File: src/drive_defines.svh
`ifndef DRIVE_DEFINES_SVH
`define DRIVE_DEFINES_SVH
// ----------------------------------------
// timing
// ----------------------------------------
`define CLK_PERIOD_NS 20
`define MS_NS 1000000
`define STEP_MIN_MS 5'h0E
`define GATE_MS 7'h64
`define GATE_SCALE 16'h000A
// ----------------------------------------
// scaling
// ----------------------------------------
`define PER_MILLE 16'h03E8
`define PCT_DIV 24'h000064
`define FREQ_MAX 16'hFFFF
// ----------------------------------------
// function codes
// ----------------------------------------
`define FUNC_NONE 4'h0
`define FUNC_REF 4'h1
`define FUNC_FB 4'h2
`define FUNC_WOBBLE 4'hA
`define REF_EXT_PRESET 2'h2
`define SETUP_DEFAULT 2'h0
// ----------------------------------------
// digital input positions
// ----------------------------------------
`define DI_HOLD_REF 0
`define DI_HOLD_OUT 1
`define DI_STEP_UP 2
`define DI_STEP_DOWN 3
`define DI_BOOST 4
`define DI_CUT 5
`define DI_RAMP2 6
`define DI_PRESET_LSB 7
`define DI_PRESET_MSB 8
`define DI_PRESET_EN 9
`define DI_PRECISE_N 10
`define DI_SETUP_LSB 11
`define DI_SETUP_MSB 12
`define DI_RESET_START 13
`define DI_COAST_N 14
`define DI_QUICK_N 15
`define DI_DC_N 16
`define DI_STOP_N 17
`define DI_TRACK_A 18
`define DI_TRACK_B 19
`define DI_COUNT 20
`endif

File: src/drive_pkg.sv
package drive_pkg;
    typedef enum logic [1:0] {PULSE_OFF, PULSE_REF, PULSE_FB, PULSE_COUNT} pulse_mode_t;
    typedef enum logic [1:0] {STEP_IDLE, STEP_HIGH, STEP_LOW} step_phase_t;
    typedef struct packed {
        logic [15:0] ms_cnt;
        logic restored;
        logic prev_hold_out;
        logic prev_hold_ref;
        logic prev_rst_start;
        step_phase_t phase;
        logic [4:0] lvl_cnt;
        logic down_seen;
        logic [15:0] held_ref;
        logic [15:0] held_freq;
        logic [6:0] gate_ms;
        logic [15:0] gate_pulses;
        logic [15:0] meas_hz;
        logic [15:0] count;
        logic count_done;
        logic [15:0] reference;
        logic [15:0] feedback;
        logic [15:0] wobble;
        logic ramp_two;
        logic stop_req;
        logic coast;
        logic quick;
        logic dc;
        logic precise;
        logic [1:0] setup;
        logic alarm_reset;
        logic run_preset;
    } top_state_t;
endpackage : drive_pkg

File: src/quad_if.sv
// encoder events handed from the track decoder to the decoder core
interface quad_if;
    logic step;
    logic up;
    logic rise;
    modport source (output step, output up, output rise);
    modport sink (input step, input up, input rise);
endinterface : quad_if

File: src/input_sync.sv
module input_sync #(
    parameter int W = 1
) (
    input wire logic clock_in,
    input wire logic resetn_in,
    input wire logic [W-1:0] raw_in,
    output logic [W-1:0] sync_out
);
    typedef struct packed {
        logic [W-1:0] meta;
        logic [W-1:0] stable;
    } sync_state_t;
    sync_state_t st_q;
    sync_state_t st_d;
    // ----------------------------------------
    // two-stage synchroniser
    // ----------------------------------------
    // meta is read only by the second stage
    always_comb begin
        st_d.meta = raw_in;
        st_d.stable = st_q.meta;
    end
    always_ff @(posedge clock_in or negedge resetn_in) begin
        if (!resetn_in) begin
            st_q <= '0;
        end else begin
            st_q <= st_d;
        end
    end
    assign sync_out = st_q.stable;
endmodule : input_sync

File: src/quad_decoder.sv
module quad_decoder (
    input wire logic clock_in,
    input wire logic resetn_in,
    input wire logic track_a_in,
    input wire logic track_b_in,
    quad_if.source evt
);
    typedef struct packed {
        logic a;
        logic b;
        logic step;
        logic up;
        logic rise;
    } quad_state_t;
    quad_state_t st_q;
    quad_state_t st_d;
    // ----------------------------------------
    // x4 track decoding with direction
    // ----------------------------------------
    // tracks arrive already synchronised; a double change is dropped as noise
    always_comb begin
        st_d = st_q;
        st_d.a = track_a_in;
        st_d.b = track_b_in;
        st_d.step = (track_a_in ^ st_q.a) ^ (track_b_in ^ st_q.b);
        st_d.up = st_q.a ^ track_b_in;
        st_d.rise = track_a_in & ~st_q.a;
    end
    always_ff @(posedge clock_in or negedge resetn_in) begin
        if (!resetn_in) begin
            st_q <= '0;
        end else begin
            st_q <= st_d;
        end
    end
    assign evt.step = st_q.step;
    assign evt.up = st_q.up;
    assign evt.rise = st_q.rise;
endmodule : quad_decoder

File: src/drive_input_function_decoder.sv
`include "drive_defines.svh"
// Function
// - output hold latches present output frequency; only steps change it
// - under output hold only coast, quick stop or dc brake stop the motor; precise stop (pin or count) still passes under hold
// - step inputs act only in reference hold or output hold
// - up raises, down or both lowers, neither leaves the held value
// - step-driven frequency changes use the second ramp
// - step pulse needs 14 ms high then 14 ms low; 0.1 unit per step
// - held reference adjustable when stopped and restored after power loss
// - boost adds, cut removes a percentage; cut wins over boost
// - ramp select low picks ramp one, high picks ramp two
// - two preset bits, upper bit high input, pick preset one to four
// - preset enable chooses preset over remote when function code is 2
// - inverted precise stop low ramps down using the selected ramp
// - pulse reference maps 0 Hz to minimum, maximum frequency to maximum
// - pulse feedback scales input frequency against maximum feedback frequency
// - pulse counting triggers precise stop at the programmed count
// - setup bits pick one of four setups only in multi-setup mode
// - reset-and-start clears alarm then runs to preset reference
// - encoder functions decode two tracks with direction
// - analogue function codes 0 none, 1 reference, 2 feedback, 10 wobble
// - several reference inputs are summed
// - full-scale analogue input equals the programmed wobble span
// - voltage min and max points map to minimum and maximum value
module drive_input_function_decoder #(
    parameter int unsigned MS_CYCLES = (`MS_NS + `CLK_PERIOD_NS - 1) / `CLK_PERIOD_NS
) (
    input wire logic clock_in,
    input wire logic resetn_in,
    input wire logic [`DI_COUNT-1:0] din_pin_in,
    input wire logic [15:0] remote_ref_in,
    input wire logic [15:0] present_freq_in,
    input wire logic [15:0] saved_ref_in,
    input wire logic [63:0] preset_ref_in,
    input wire logic [7:0] boost_pct_in,
    input wire logic [1:0] ref_function_in,
    input wire logic multisetup_in,
    input wire drive_pkg::pulse_mode_t pulse_mode_in,
    input wire logic pulse_encoder_in,
    input wire logic [15:0] pulse_max_hz_in,
    input wire logic [15:0] counter_value_in,
    input wire logic [3:0] volt_func_in,
    input wire logic [3:0] curr_func_in,
    input wire logic [15:0] volt_mv_in,
    input wire logic [15:0] volt_min_mv_in,
    input wire logic [15:0] volt_max_mv_in,
    input wire logic [15:0] curr_pm_in,
    input wire logic [15:0] oscillation_span_in,
    output logic [15:0] reference_out,
    output logic [15:0] feedback_out,
    output logic [15:0] wobble_out,
    output logic [15:0] freq_cmd_out,
    output logic freq_hold_out,
    output logic [15:0] held_ref_out,
    output logic ramp_two_out,
    output logic stop_request_out,
    output logic coast_out,
    output logic quick_stop_out,
    output logic dc_brake_out,
    output logic precise_stop_out,
    output logic [1:0] setup_sel_out,
    output logic alarm_reset_out,
    output logic run_to_preset_out,
    output logic [15:0] count_value_out
);
    localparam logic [15:0] MS_LAST = 16'(MS_CYCLES - 1);

    // ----------------------------------------
    // helpers
    // ----------------------------------------
    // per-mille of a span, clipped to full scale; a zero span reads as zero
    function automatic logic [15:0] scale_pm(input logic [15:0] num, input logic [15:0] den);
        logic [31:0] q;
        q = 32'h0;
        if (den != 16'h0) begin
            q = (32'(num) * 32'(`PER_MILLE)) / 32'(den);
        end
        if (q > 32'(`PER_MILLE)) begin
            q = 32'(`PER_MILLE);
        end
        return q[15:0];
    endfunction : scale_pm

    function automatic logic [15:0] sat16(input logic [17:0] v);
        return (v > 18'(`FREQ_MAX)) ? `FREQ_MAX : v[15:0];
    endfunction : sat16

    drive_pkg::top_state_t st_q;
    drive_pkg::top_state_t st_d;
    logic [`DI_COUNT-1:0] din_s;
    quad_if qev ();

    input_sync #(.W(`DI_COUNT)) u_sync (
        .clock_in(clock_in),
        .resetn_in(resetn_in),
        .raw_in(din_pin_in),
        .sync_out(din_s)
    );

    quad_decoder u_quad (
        .clock_in(clock_in),
        .resetn_in(resetn_in),
        .track_a_in(din_s[`DI_TRACK_A]),
        .track_b_in(din_s[`DI_TRACK_B]),
        .evt(qev.source)
    );

    // ----------------------------------------
    // synchronised input aliases
    // ----------------------------------------
    logic hold_ref_s;
    logic hold_out_s;
    logic step_up_s;
    logic step_down_s;
    logic rst_start_s;
    logic [1:0] preset_idx;
    assign hold_ref_s = din_s[`DI_HOLD_REF];
    assign hold_out_s = din_s[`DI_HOLD_OUT];
    assign step_up_s = din_s[`DI_STEP_UP];
    assign step_down_s = din_s[`DI_STEP_DOWN];
    assign rst_start_s = din_s[`DI_RESET_START];
    assign preset_idx = {din_s[`DI_PRESET_MSB], din_s[`DI_PRESET_LSB]};

    // ----------------------------------------
    // millisecond timebase and step qualifier
    // ----------------------------------------
    logic ms_tick;
    logic step_act;
    logic step_fire;
    logic hold_any;
    assign ms_tick = (st_q.ms_cnt == MS_LAST);
    assign step_act = step_up_s | step_down_s;
    assign hold_any = hold_ref_s | hold_out_s;
    // the step lands when the low phase has lasted its minimum
    assign step_fire = (st_q.phase == drive_pkg::STEP_LOW) && ms_tick && !step_act
        && (st_q.lvl_cnt == `STEP_MIN_MS - 5'h01);

    // ----------------------------------------
    // analogue and pulse scaling
    // ----------------------------------------
    logic [15:0] volt_pm;
    logic [15:0] curr_pm;
    logic [15:0] pulse_pm;
    logic [15:0] wobble_pm;
    logic [15:0] preset_sel;
    logic [15:0] remote_total;
    logic [15:0] live_ref;
    logic [15:0] base_ref;
    logic [17:0] adj;
    logic [15:0] boosted;
    logic [15:0] fb_total;
    logic use_preset;
    logic pulse_ref_on;
    logic pulse_fb_on;
    logic count_on;
    logic count_inc;
    logic count_dec;
    logic rst_start_edge;

    // volts below the minimum point clip to minimum, a reversed span reads zero
    assign volt_pm = scale_pm((volt_mv_in > volt_min_mv_in) ? volt_mv_in - volt_min_mv_in : 16'h0,
        (volt_max_mv_in > volt_min_mv_in) ? volt_max_mv_in - volt_min_mv_in : 16'h0);
    assign curr_pm = (curr_pm_in > `PER_MILLE) ? `PER_MILLE : curr_pm_in;
    assign pulse_ref_on = (pulse_mode_in == drive_pkg::PULSE_REF);
    assign pulse_fb_on = (pulse_mode_in == drive_pkg::PULSE_FB);
    assign count_on = (pulse_mode_in == drive_pkg::PULSE_COUNT);
    // 0 Hz is minimum, the programmed maximum is full scale
    assign pulse_pm = scale_pm(st_q.meas_hz, pulse_max_hz_in);
    assign remote_total = sat16(18'(remote_ref_in)
        + ((volt_func_in == `FUNC_REF) ? 18'(volt_pm) : 18'h0)
        + ((curr_func_in == `FUNC_REF) ? 18'(curr_pm) : 18'h0)
        + (pulse_ref_on ? 18'(pulse_pm) : 18'h0));
    assign fb_total = sat16(((volt_func_in == `FUNC_FB) ? 18'(volt_pm) : 18'h0)
        + ((curr_func_in == `FUNC_FB) ? 18'(curr_pm) : 18'h0)
        + (pulse_fb_on ? 18'(pulse_pm) : 18'h0));
    assign wobble_pm = (volt_func_in == `FUNC_WOBBLE) ? volt_pm
        : (curr_func_in == `FUNC_WOBBLE) ? curr_pm : 16'h0;
    assign preset_sel = preset_ref_in[16*preset_idx +: 16];
    assign rst_start_edge = rst_start_s & ~st_q.prev_rst_start;
    // reset-and-start also forces the preset so the run-up heads there
    assign use_preset = ((ref_function_in == `REF_EXT_PRESET) && din_s[`DI_PRESET_EN])
        || rst_start_s;
    assign live_ref = use_preset ? preset_sel : remote_total;
    assign base_ref = hold_ref_s ? st_q.held_ref : live_ref;
    assign adj = 18'((24'(base_ref) * 24'(boost_pct_in)) / `PCT_DIV);
    // cut is tested first, so both high reduces
    assign boosted = din_s[`DI_CUT] ? ((18'(base_ref) > adj) ? base_ref - adj[15:0] : 16'h0)
        : din_s[`DI_BOOST] ? sat16(18'(base_ref) + adj) : base_ref;
    // plain pulses count up; encoder tracks count with direction
    assign count_inc = count_on && (pulse_encoder_in ? (qev.step && qev.up) : qev.rise);
    assign count_dec = count_on && pulse_encoder_in && qev.step && !qev.up;

    // ----------------------------------------
    // next state
    // ----------------------------------------
    always_comb begin
        st_d = st_q;
        st_d.ms_cnt = ms_tick ? 16'h0 : st_q.ms_cnt + 16'h1;
        st_d.prev_hold_out = hold_out_s;
        st_d.prev_rst_start = rst_start_s;
        // restore waits one millisecond so the synchroniser has settled
        if (ms_tick && !st_q.restored) begin
            st_d.restored = 1'b1;
            st_d.held_ref = saved_ref_in;
        end
        if (st_q.restored) begin
            st_d.prev_hold_ref = hold_ref_s;
            if (hold_ref_s && !st_q.prev_hold_ref) begin
                st_d.held_ref = live_ref;
            end
        end
        if (hold_out_s && !st_q.prev_hold_out) begin
            st_d.held_freq = present_freq_in;
        end
        // step pulse qualifier; both inputs high count as down
        case (st_q.phase)
            drive_pkg::STEP_IDLE: begin
                if (step_act) begin
                    st_d.phase = drive_pkg::STEP_HIGH;
                    st_d.lvl_cnt = 5'h0;
                    st_d.down_seen = step_down_s;
                end
            end
            drive_pkg::STEP_HIGH: begin
                if (step_down_s) begin
                    st_d.down_seen = 1'b1;
                end
                if (!step_act) begin
                    st_d.phase = (st_q.lvl_cnt >= `STEP_MIN_MS) ? drive_pkg::STEP_LOW
                        : drive_pkg::STEP_IDLE;
                    st_d.lvl_cnt = 5'h0;
                end else if (ms_tick && st_q.lvl_cnt != 5'h1F) begin
                    st_d.lvl_cnt = st_q.lvl_cnt + 5'h1;
                end
            end
            drive_pkg::STEP_LOW: begin
                if (step_act) begin
                    // a short break voids the pulse; the new high starts over
                    st_d.phase = drive_pkg::STEP_HIGH;
                    st_d.lvl_cnt = 5'h0;
                    st_d.down_seen = step_down_s;
                end else if (step_fire) begin
                    st_d.phase = drive_pkg::STEP_IDLE;
                end else if (ms_tick) begin
                    st_d.lvl_cnt = st_q.lvl_cnt + 5'h1;
                end
            end
            default: begin
                st_d.phase = drive_pkg::STEP_IDLE;
            end
        endcase
        // output hold takes the step when both holds are on; works while stopped
        if (step_fire && hold_any && hold_out_s) begin
            if (st_q.down_seen) begin
                st_d.held_freq = (st_q.held_freq != 16'h0) ? st_q.held_freq - 16'h1 : 16'h0;
            end else begin
                st_d.held_freq = (st_q.held_freq != `FREQ_MAX) ? st_q.held_freq + 16'h1
                    : `FREQ_MAX;
            end
        end else if (step_fire && hold_any) begin
            if (st_q.down_seen) begin
                st_d.held_ref = (st_q.held_ref != 16'h0) ? st_q.held_ref - 16'h1 : 16'h0;
            end else begin
                st_d.held_ref = (st_q.held_ref < `PER_MILLE) ? st_q.held_ref + 16'h1
                    : st_q.held_ref;
            end
        end
        // frequency gate for pulse reference and feedback
        if (ms_tick) begin
            if (st_q.gate_ms == `GATE_MS - 7'h01) begin
                st_d.gate_ms = 7'h0;
                st_d.meas_hz = 16'(32'(st_q.gate_pulses) * 32'(`GATE_SCALE));
                st_d.gate_pulses = 16'(qev.rise);
            end else begin
                st_d.gate_ms = st_q.gate_ms + 7'h01;
            end
        end
        if (qev.rise && !(ms_tick && st_q.gate_ms == `GATE_MS - 7'h01)
            && st_q.gate_pulses != 16'hFFFF) begin
            st_d.gate_pulses = st_q.gate_pulses + 16'h1;
        end
        // pulse counter; reaching the target is sticky until leaving the mode or a reset-and-start edge
        if (!count_on || rst_start_edge) begin
            st_d.count = 16'h0;
            st_d.count_done = 1'b0;
        end else begin
            if (count_inc) begin
                st_d.count = st_q.count + 16'h1;
            end else if (count_dec) begin
                st_d.count = st_q.count - 16'h1;
            end
            if (counter_value_in != 16'h0 && st_d.count == counter_value_in) begin
                st_d.count_done = 1'b1;
            end
        end
        // registered command outputs
        st_d.reference = boosted;
        st_d.feedback = fb_total;
        st_d.wobble = 16'((32'(oscillation_span_in) * 32'(wobble_pm)) / 32'(`PER_MILLE));
        st_d.ramp_two = din_s[`DI_RAMP2] | hold_out_s;
        st_d.stop_req = !din_s[`DI_STOP_N] && !hold_out_s;
        st_d.coast = !din_s[`DI_COAST_N];
        st_d.quick = !din_s[`DI_QUICK_N];
        st_d.dc = !din_s[`DI_DC_N];
        st_d.precise = !din_s[`DI_PRECISE_N] || st_q.count_done;
        st_d.setup = multisetup_in ? {din_s[`DI_SETUP_MSB], din_s[`DI_SETUP_LSB]}
            : `SETUP_DEFAULT;
        st_d.alarm_reset = rst_start_edge;
        // run begins one cycle after the alarm clear
        st_d.run_preset = rst_start_s && st_q.prev_rst_start;
    end

    always_ff @(posedge clock_in or negedge resetn_in) begin
        if (!resetn_in) begin
            st_q <= '0;
        end else begin
            st_q <= st_d;
        end
    end

    // ----------------------------------------
    // outputs
    // ----------------------------------------
    assign reference_out = st_q.reference;
    assign feedback_out = st_q.feedback;
    assign wobble_out = st_q.wobble;
    assign freq_cmd_out = st_q.held_freq;
    assign freq_hold_out = hold_out_s;
    assign held_ref_out = st_q.held_ref;
    assign ramp_two_out = st_q.ramp_two;
    assign stop_request_out = st_q.stop_req;
    assign coast_out = st_q.coast;
    assign quick_stop_out = st_q.quick;
    assign dc_brake_out = st_q.dc;
    assign precise_stop_out = st_q.precise;
    assign setup_sel_out = st_q.setup;
    assign alarm_reset_out = st_q.alarm_reset;
    assign run_to_preset_out = st_q.run_preset;
    assign count_value_out = st_q.count;

    // ----------------------------------------
    // checks
    // ----------------------------------------
    hold_gate_a: assert property (@(posedge clock_in) disable iff (!resetn_in)
        st_q.restored && !hold_ref_s && !hold_out_s |=> $stable(st_q.held_freq)
        && $stable(st_q.held_ref))
        else $error("held value moved without a hold mode");
    step_down_a: assert property (@(posedge clock_in) disable iff (!resetn_in)
        step_fire && hold_out_s && st_q.down_seen && st_q.held_freq != 16'h0
        && st_q.prev_hold_out |=> st_q.held_freq == $past(st_q.held_freq) - 16'h1)
        else $error("down step did not lower output frequency");
    step_width_a: assert property (@(posedge clock_in) disable iff (!resetn_in)
        $rose(st_q.phase == drive_pkg::STEP_LOW) |-> $past(st_q.lvl_cnt) >= `STEP_MIN_MS)
        else $error("short high phase accepted");
    stop_mask_a: assert property (@(posedge clock_in) disable iff (!resetn_in)
        hold_out_s |=> !stop_request_out)
        else $error("ordinary stop honoured under output hold");
    cut_wins_a: assert property (@(posedge clock_in) disable iff (!resetn_in)
        din_s[`DI_CUT] |=> reference_out <= $past(base_ref))
        else $error("cut input raised the reference");
    ramp_pick_a: assert property (@(posedge clock_in) disable iff (!resetn_in)
        !din_s[`DI_RAMP2] && !hold_out_s ##1 din_s[`DI_RAMP2] |=> ramp_two_out)
        else $error("ramp two not selected");
    preset_pick_a: assert property (@(posedge clock_in) disable iff (!resetn_in)
        use_preset && !hold_ref_s && !din_s[`DI_CUT] && !din_s[`DI_BOOST]
        |=> reference_out == $past(preset_sel))
        else $error("preset reference not applied");
    setup_gate_a: assert property (@(posedge clock_in) disable iff (!resetn_in)
        !multisetup_in |=> setup_sel_out == `SETUP_DEFAULT)
        else $error("setup changed outside multi-setup");
    count_stop_a: assert property (@(posedge clock_in) disable iff (!resetn_in)
        st_q.count_done |=> precise_stop_out)
        else $error("count target did not stop");
    alarm_first_a: assert property (@(posedge clock_in) disable iff (!resetn_in)
        $rose(run_to_preset_out) |-> $past(alarm_reset_out))
        else $error("run began before alarm clear");
endmodule : drive_input_function_decoder

File: config.mk
export PLATFORM = sky130hd
export DESIGN_NAME = drive_input_function_decoder
export DESIGN_NICKNAME = d
export VERILOG_FILES = /design/src/drive_pkg.sv /design/src/quad_if.sv /design/src/input_sync.sv /design/src/quad_decoder.sv /design/src/drive_input_function_decoder.sv
export VERILOG_INCLUDE_DIRS = /design/src /design/src/src
export SDC_FILE = /design/constraint.sdc
export NUM_CORES = 2
export LEC_CHECK = 0
export BUFFER_PORTS_ARGS = -buffer_cell sky130_fd_sc_hd__buf_2
export CORE_UTILIZATION = 40
export CTS_CLUSTER_DIAMETER = 100
export DETAILED_ROUTE_END_ITERATION = 10
export PLACE_DENSITY_LB_ADDON = 0.1
export SLEW_MARGIN = 20
export SYNTH_ARGS = -nofsm -noshare
export SYNTH_HDL_FRONTEND = slang
export SYNTH_SLANG_ARGS = --single-unit
File: constraint.sdc
create_clock -name clock_in -period 170.1 [get_ports clock_in]
set_input_delay 8.505 -clock clock_in [delete_from_list [all_inputs] [get_ports clock_in]]
set_output_delay 8.505 -clock clock_in [all_outputs]
set_load 0.02 [all_outputs]
## After elaboration in Yosys (flattened, before gate mapping)

Index checks and enable logic that the tools add are counted.

- Register bits: 218
- Bits of input ports: 268
- Output and inout bits: 107
- Logic and storage cells: 227

- Add/sub/neg operators: 19
- Multipliers: 5
- Div/mod/pow operators: 4
- $lt $le $gt $ge: 11
- Equal/unequal tests: 28
- Shift-type cells: 1
- Muxes and demuxes: 61
- Bitwise gates (word level): 11
- Reductions and logical operators: 53

Operators with widths:

| kind | count |
|---|---|
| 2-to-1 mux 16 bit | 39 |
| 2-to-1 mux 32 bit | 4 |
| adder 16 x 1 -> 16 bit (second input constant) | 5 |
| nonzero test 16 bit | 5 |
| divider 26 x 16 -> 32 bit | 2 |
| greater-than comparator 32 x 10 -> 1 bit (second input constant) | 2 |
| indexed part select 64 x 7 -> 16 bit | 1 |
| greater-than comparator 18 x 16 -> 1 bit (second input constant) | 3 |
| subtractor 16 x 1 -> 16 bit (second input constant) | 3 |
| subtractor 16 bit | 3 |
| adder 17 x 16 -> 18 bit | 2 |
| adder 16 x 16 -> 17 bit | 2 |
| divider 32 x 10 -> 32 bit (second input constant) | 1 |
| greater-than comparator 16 bit | 2 |
| multiplier 16 x 16 -> 32 bit | 1 |
| inequality test 16 bit (second input constant) | 2 |
| divider 24 x 7 -> 24 bit (second input constant) | 1 |
| multiplier 16 x 8 -> 24 bit | 1 |
| multiplier 16 x 7 -> 23 bit (second input constant) | 1 |
| multiplier 15 x 7 -> 22 bit (second input constant) | 1 |
| logical AND 1 bit | 21 |
| 2-to-1 mux 5 bit | 4 |
| adder 16 x 18 -> 18 bit | 1 |
| adder 18 x 16 -> 18 bit | 1 |
| other kinds (41) | 85 |

## Depth between registers and ports, before layout

- Depth after elaboration: 22
- Depth in mapped cells: 750
- Mapped depth without buffers: 700

## By module

From an unflattened synthesis, not the netlist that was laid out.

- Cells, all modules: 11217
- Area total of the unflattened synthesis: 85315.6 um2

Modules (own cells, without submodules):

| module | instances | cells each | area each (um2) | sequential area each (um2) |
|---|---|---|---|---|
| drive_input_function_decoder | 1 | 11168 | 84141.9 | 4329.2 |
| input_sync | 1 | 40 | 1001.0 | 1001.0 |
| quad_decoder | 1 | 9 | 172.7 | 125.1 |

## Least setup slack after synthesis

OpenSTA, ideal clock, no wires.

- Kind: input port to flip-flop
- Start point: in volt_max_mv_in[0]
- End point: reg st_q, in the netlist reference_out[10]
- Library setup time: 0.126 ns
- Arrival: 140.789 ns
- Data required time: 169.974 ns
- Slack: 29.185 ns
- Stages: 710
- Path buffers: 57
- Path through: inv_1 ha_1 inv_1 fa_1 a21o_1 a21oi_1 o21ai_0 a21oi_1 o21ai_0 a21oi_1 o21ai_2 a221oi_2 nor2_2 clkbuf_1 buf_1 nand2_1 ha_1 o21ai_0 [674 not listed] o21bai_1 a21o_1 a21oi_1 o21bai_1 a21o_1 a21o_1 a21o_1 a21o_1 a21o_1 a21o_1 a21o_1 a21o_1 a21o_1 nand2_1 a21oi_1 or4b_2 clkbuf_1 a221o_1

- Longest elaborated chain between the ends: 21
- Elaborated cells on any way between the ends: 26
- Those cells by class: 6 x add/sub; 1 x mul; 2 x div; 5 x order compare; 11 x mux; 1 x reduce/logical

Ends and longest elaborated chain:

| element | line | text |
|---|---|---|
| start: declaration | drive_input_function_decoder.sv:46 | `input wire logic [15:0] volt_max_mv_in,` |
| subtractor 16 bit / greater-than comparator 16 bit (equally long branches) | drive_input_function_decoder.sv:162 | `(volt_max_mv_in > volt_min_mv_in) ? volt_max_mv_in - volt_min_mv_in : 16'h0);` |
| 2-to-1 mux 16 bit (*) | drive_input_function_decoder.sv:162 |  |
| divider 26 x 16 -> 32 bit / nonzero test 16 bit (equally long branches) | drive_input_function_decoder.sv:76, drive_input_function_decoder.sv:75 |  |
| 2-to-1 mux 32 bit (*) | drive_input_function_decoder.sv:75 | `if (den != 16'h0) begin` |
| greater-than comparator 32 x 10 -> 1 bit | drive_input_function_decoder.sv:78 | `` if (q > 32'(`PER_MILLE)) begin `` |
| 2-to-1 mux 16 bit (*) | drive_input_function_decoder.sv:78 |  |
| 2-to-1 mux 16 bit (*) | drive_input_function_decoder.sv:170 | `` + ((volt_func_in == `FUNC_REF) ? 18'(volt_pm) : 18'h0) `` |
| adder 16 x 16 -> 17 bit (*) | drive_input_function_decoder.sv:169 | `assign remote_total = sat16(18'(remote_ref_in)` |
| [6 not listed] | n/a |  |
| multiplier 16 x 8 -> 24 bit | drive_input_function_decoder.sv:185 | `` assign adj = 18'((24'(base_ref) * 24'(boost_pct_in)) / `PCT_DIV); `` |
| divider 24 x 7 -> 24 bit (no line) | n/a |  |
| adder 16 x 18 -> 18 bit | drive_input_function_decoder.sv:188 | `` : din_s[`DI_BOOST] ? sat16(18'(base_ref) + adj) : base_ref; `` |
| greater-than comparator 18 x 16 -> 1 bit | drive_input_function_decoder.sv:85 | `` return (v > 18'(`FREQ_MAX)) ? `FREQ_MAX : v[15:0]; `` |
| 2-to-1 mux 16 bit | drive_input_function_decoder.sv:85 |  |
| 2-to-1 mux 16 bit | drive_input_function_decoder.sv:188 |  |
| 2-to-1 mux 16 bit (*) | drive_input_function_decoder.sv:187 | `` assign boosted = din_s[`DI_CUT] ? ((18'(base_ref) > adj) ? base_ref - adj[15:0] : 16'h0) `` |
| via boosted[10] | drive_input_function_decoder.sv:150 | `logic [15:0] boosted;` |
| end signal: assignment | drive_input_function_decoder.sv:317 | `st_q <= st_d;` |
| end: declaration | drive_input_function_decoder.sv:88 | `drive_pkg::top_state_t st_q;` |

Mark *: on every way through the listed nets, which the timed path passes. The rest lies on a longest branch.
A chain may end at the register's enable or synchronous reset.

## Worst setup path in the final report

- Start point: in volt_max_mv_in[0]
- End point: reg st_q, in the netlist reference_out[1]

The elaborated chain is that of the path after synthesis.

==> impl_metrics.csv <==
group,metric,value,unit
outcome,status,"complete, no violations",
setup_path,critPathMaxStageDelay,0.89,ns
clocking,cts_root_buffer,"clkbuf_16",
timing,worst_pin_slew,1.123,ns
drt,vias_per_cell,5.798,
yosys,synthFlopType,"dfrtp_1",
final_layout,fillers,21510,
placed_design,hpwl,221000,µm
clocking,tritoncts,"done",
setup_path,critPathMaxFanout,38,
yosys,async_reset_ff_frac,1.000,
yosys,synth-warning-count,0,
yosys,synth.yosys.seq_area_share,0.06480,
grt,grt_pass1_wl,428300,µm
timing,slew_headroom,0.2515,
clocking,clock_path_buffers,3,
setup_path,cp_data_required_time,170.66,ns
clocking,clk_pin_slew,0.06,ns
drt,wl_per_cell,18.94,µm
drt,drt-initial-drc-count,5283,
floorplan,placeableCoreArea,209400,µm²
final_layout,fin_nets,13210,
drt,routed_wl,268600,µm
setup_path,crit_type,"primary input to register",
grt,grt_max_degree,104,
grt,busiest_layer,"met2",
floorplan,rows,168,
drt,num_vias,82220,
timing,skew,0.07053,ns
floorplan,die_width,460.8,µm
floorplan,die-height,460.8,µm
grt,grt_use_met2,0.4088,
setup_path,worstSetupStartpointType,"primary input",
final_layout,area.growth.synth_to_final,7.089,%
grt,antenna_found_initial,34,
placed_design,portBuffers,374,
setup_path,slowest_stage,"o41ai_2",
setup_path,end_kind,"register",
setup_path,crit_top_cell,"o21a_1",
timing,period_share,0.8932,
clocking,htreeDepth,1,
drt,detail-route-antenna-nets,0,
flow_run,cap_violations,0,
clocking,cts_resized,0,
yosys,synth_cells,11090,
drt,remaining_drc_errors,0,
clocking,cts_buffers,31,
clocking,cts.sinks,218,
timing,layout_min_cycle_time,151.93,ns
grt,grt_pass1_vias,78990,
timing,rsz0062_at_grt,"no",
yosys,ys_ff_latch,218,
setup_path,arrival,152.48,ns
yosys,synth_edf_count,0,
grt,grt-ovfl-total,0,
timing,hold_violations,0,
yosys,synthDistinctLibCells,149,
grt,grt_usage,0.2467,
final_layout,drive_gt1_frac,0.09889,
timing,slew_violations,0,
timing,fmaxAchievable,0.006582,GHz
timing,setup-violations-final,0,
grt,use_met3,0.01741,
floorplan,die_area,212300,µm²
timing,tns,0,ns
clocking,cts_hold_buf,0,
clocking,post_cts_buffers,0,
yosys,syn_area,84190,µm²
placed_design,place_congestion,0.9208,
worst_hold_path,hold_path_class,"register to register",
drt,first_pass_iters,5,
floorplan,initial_core_util,0.4021,
yosys,syn_area_per_cell,7.595,µm²
grt,met1_usage,0.3393,
floorplan,ios,375,
clocking,clk_latency,0.68,ns
## cell families (layout without fill, tap and decap cells)
| family | count (synthesis) | after routing | synth area share |
|---|---|---|---|
| AND/OR/NAND/NOR | 4054 | 4054 | 0.2360 |
| AO/OA/AOI/OAI | 3207 | 3207 | 0.2652 |
| adder cells (fa/ha/maj) | 1617 | 1617 | 0.2790 |
| buffers and inverters | 1162 | 1291 | 0.05792 |
| XOR/XNOR | 501 | 501 | 0.05248 |
| multiplexers | 324 | 324 | 0.04448 |
| flip-flops | 218 | 218 | 0.06480 |
| other | 2 | 163 | 0.00008920 |
## critical path: cells and delay by family
family / cells / cell delay [ns]
compound gates: 435 / 91.18
xor+xnor: 3 / 1.01
fa+ha+maj: 42 / 13.49
buf+inv: 33 / 4.81
mux: 10 / 2.61
simple gates: 147 / 30.53
## area by class of cell
class,instances,area (µm²),share of cell area
diodes,19,47.55,0.0005274
clock buffers,38,862.1,0.009562
clock inverters,17,203.9,0.002262
inverters,749,2811,0.03118
multi-input cells,9847,74540,0.8267
flip-flops and latches,218,5455,0.06051
well taps,2805,3510,0.03893
repair buffers,487,2730,0.03028
## worst paths after layout
kind,start,endpoint,slack [ns],cells past startpoint
max,volt_max_mv_in[0],reference_out[1],18.17,670
min,u_sync.st_d[17],u_sync.sync_out[17],0.35,0
max reg2reg,st_q[76],reference_out[1],31.77,616
min reg2reg,u_sync.st_d[17],u_sync.sync_out[17],0.35,0
max in group asynchronous,resetn_in,u_sync.st_d[2],159.80,3
min in group asynchronous,resetn_in,feedback_out[13],7.88,1
## per-stage QoR
step | instance area (µm²) | utilization | cells | hold WS, ns | worst slack, ns
finish | 90160 | 0.4306 | 14180 | 0.3459 | 18.17
floorplan | 84720 | - | 11230 | 0.3312 | 29.19
detailed placement | 89020 | 0.4252 | 14110 | 0.3347 | 18.74
global route | 90150 | 0.4306 | 14180 | 0.3519 | 4.982
CTS | 90080 | 0.4303 | 14160 | 0.3479 | 19.25
global placement | 89000 | 0.4251 | 14110 | 0.3330 | 22.93
## registers in the layout, summed over array words and instances, names as in the netlist, 2 cells and up
name and cells:
count_value_out 16, feedback_out 16, freq_cmd_out 16, held_ref_out 16, reference_out 16, setup_sel_out 2, st_q 67, u_quad.st_q 2
u_sync.st_d 20, u_sync.sync_out 20, wobble_out 16
## layer usage
| layer | vias up | part of all wire |
|---|---|---|
| li1 | 40930 | - |
| met2 | 1622 | 0.46 |
| met1 | 39360 | 0.47 |
| met3 | 302 | 0.038 |
| met5 | - | 0.00033 |
| met4 | 12 | 0.032 |
## layout by cell type, fill, tap and decap left out, types with 86 or more instances in the layout
| master | instances |
|---|---|
| a21o_1 | 223 |
| a21oi_1 | 554 |
| and2_1 | 220 |
| buf_2 | 373 |
| buf_4 | 113 |
| conb_1 | 144 |
| dfrtp_1 | 218 |
| fa_1 | 438 |
| ha_1 | 1167 |
| inv_1 | 738 |
| mux2_2 | 214 |
| mux2i_1 | 86 |
| nand2_1 | 1010 |
| nand2b_1 | 113 |
| nand3_1 | 235 |
| nand4_1 | 127 |
| nor2_1 | 916 |
| nor2b_1 | 119 |
| nor3_1 | 720 |
| o21a_1 | 621 |
| o21ai_0 | 520 |
| o31ai_1 | 281 |
| or2_2 | 116 |
| or3_1 | 98 |
| xnor2_1 | 334 |
| xor2_1 | 162 |
## Yosys cell counts (34+ instances only)
| cell | instances | area share |
|---|---|---|
| o22ai_1 | 64 | 0.0048 |
| and3_1 | 82 | 0.0061 |
| or4_1 | 34 | 0.0030 |
| o21ai_1 | 60 | 0.0036 |
| xor2_1 | 162 | 0.017 |
| a31oi_1 | 81 | 0.0060 |
| mux2i_1 | 86 | 0.010 |
| nor4_1 | 76 | 0.0056 |
| nand3_1 | 236 | 0.014 |
| buf_4 | 122 | 0.011 |
| mux2_2 | 214 | 0.029 |
| clkbuf_1 | 222 | 0.0099 |
| xnor2_1 | 335 | 0.035 |
| nor2b_1 | 119 | 0.0088 |
| buf_1 | 34 | 0.0015 |
| o21ai_0 | 522 | 0.031 |
| fa_1 | 438 | 0.10 |
| a211oi_1 | 84 | 0.0075 |
| ha_1 | 1167 | 0.17 |
| a21o_1 | 223 | 0.020 |
| o31ai_1 | 281 | 0.025 |
| or2_2 | 116 | 0.0086 |
| nand2b_1 | 113 | 0.0084 |
| o21bai_1 | 85 | 0.0076 |
| o211ai_1 | 84 | 0.0075 |
| nor3_1 | 723 | 0.043 |
| a21oi_1 | 554 | 0.033 |
| nand2_1 | 1015 | 0.045 |
| o21a_1 | 621 | 0.055 |
| nor2_1 | 923 | 0.041 |
| dfrtp_1 | 218 | 0.065 |
| and2_1 | 220 | 0.016 |
| nand4_1 | 127 | 0.0094 |
| inv_1 | 741 | 0.033 |
| or3_1 | 98 | 0.0073 |
Power is left out: the tool's default activity adds up to more than one toggle a clock period on the data nets, which glitch-free logic cannot reach.
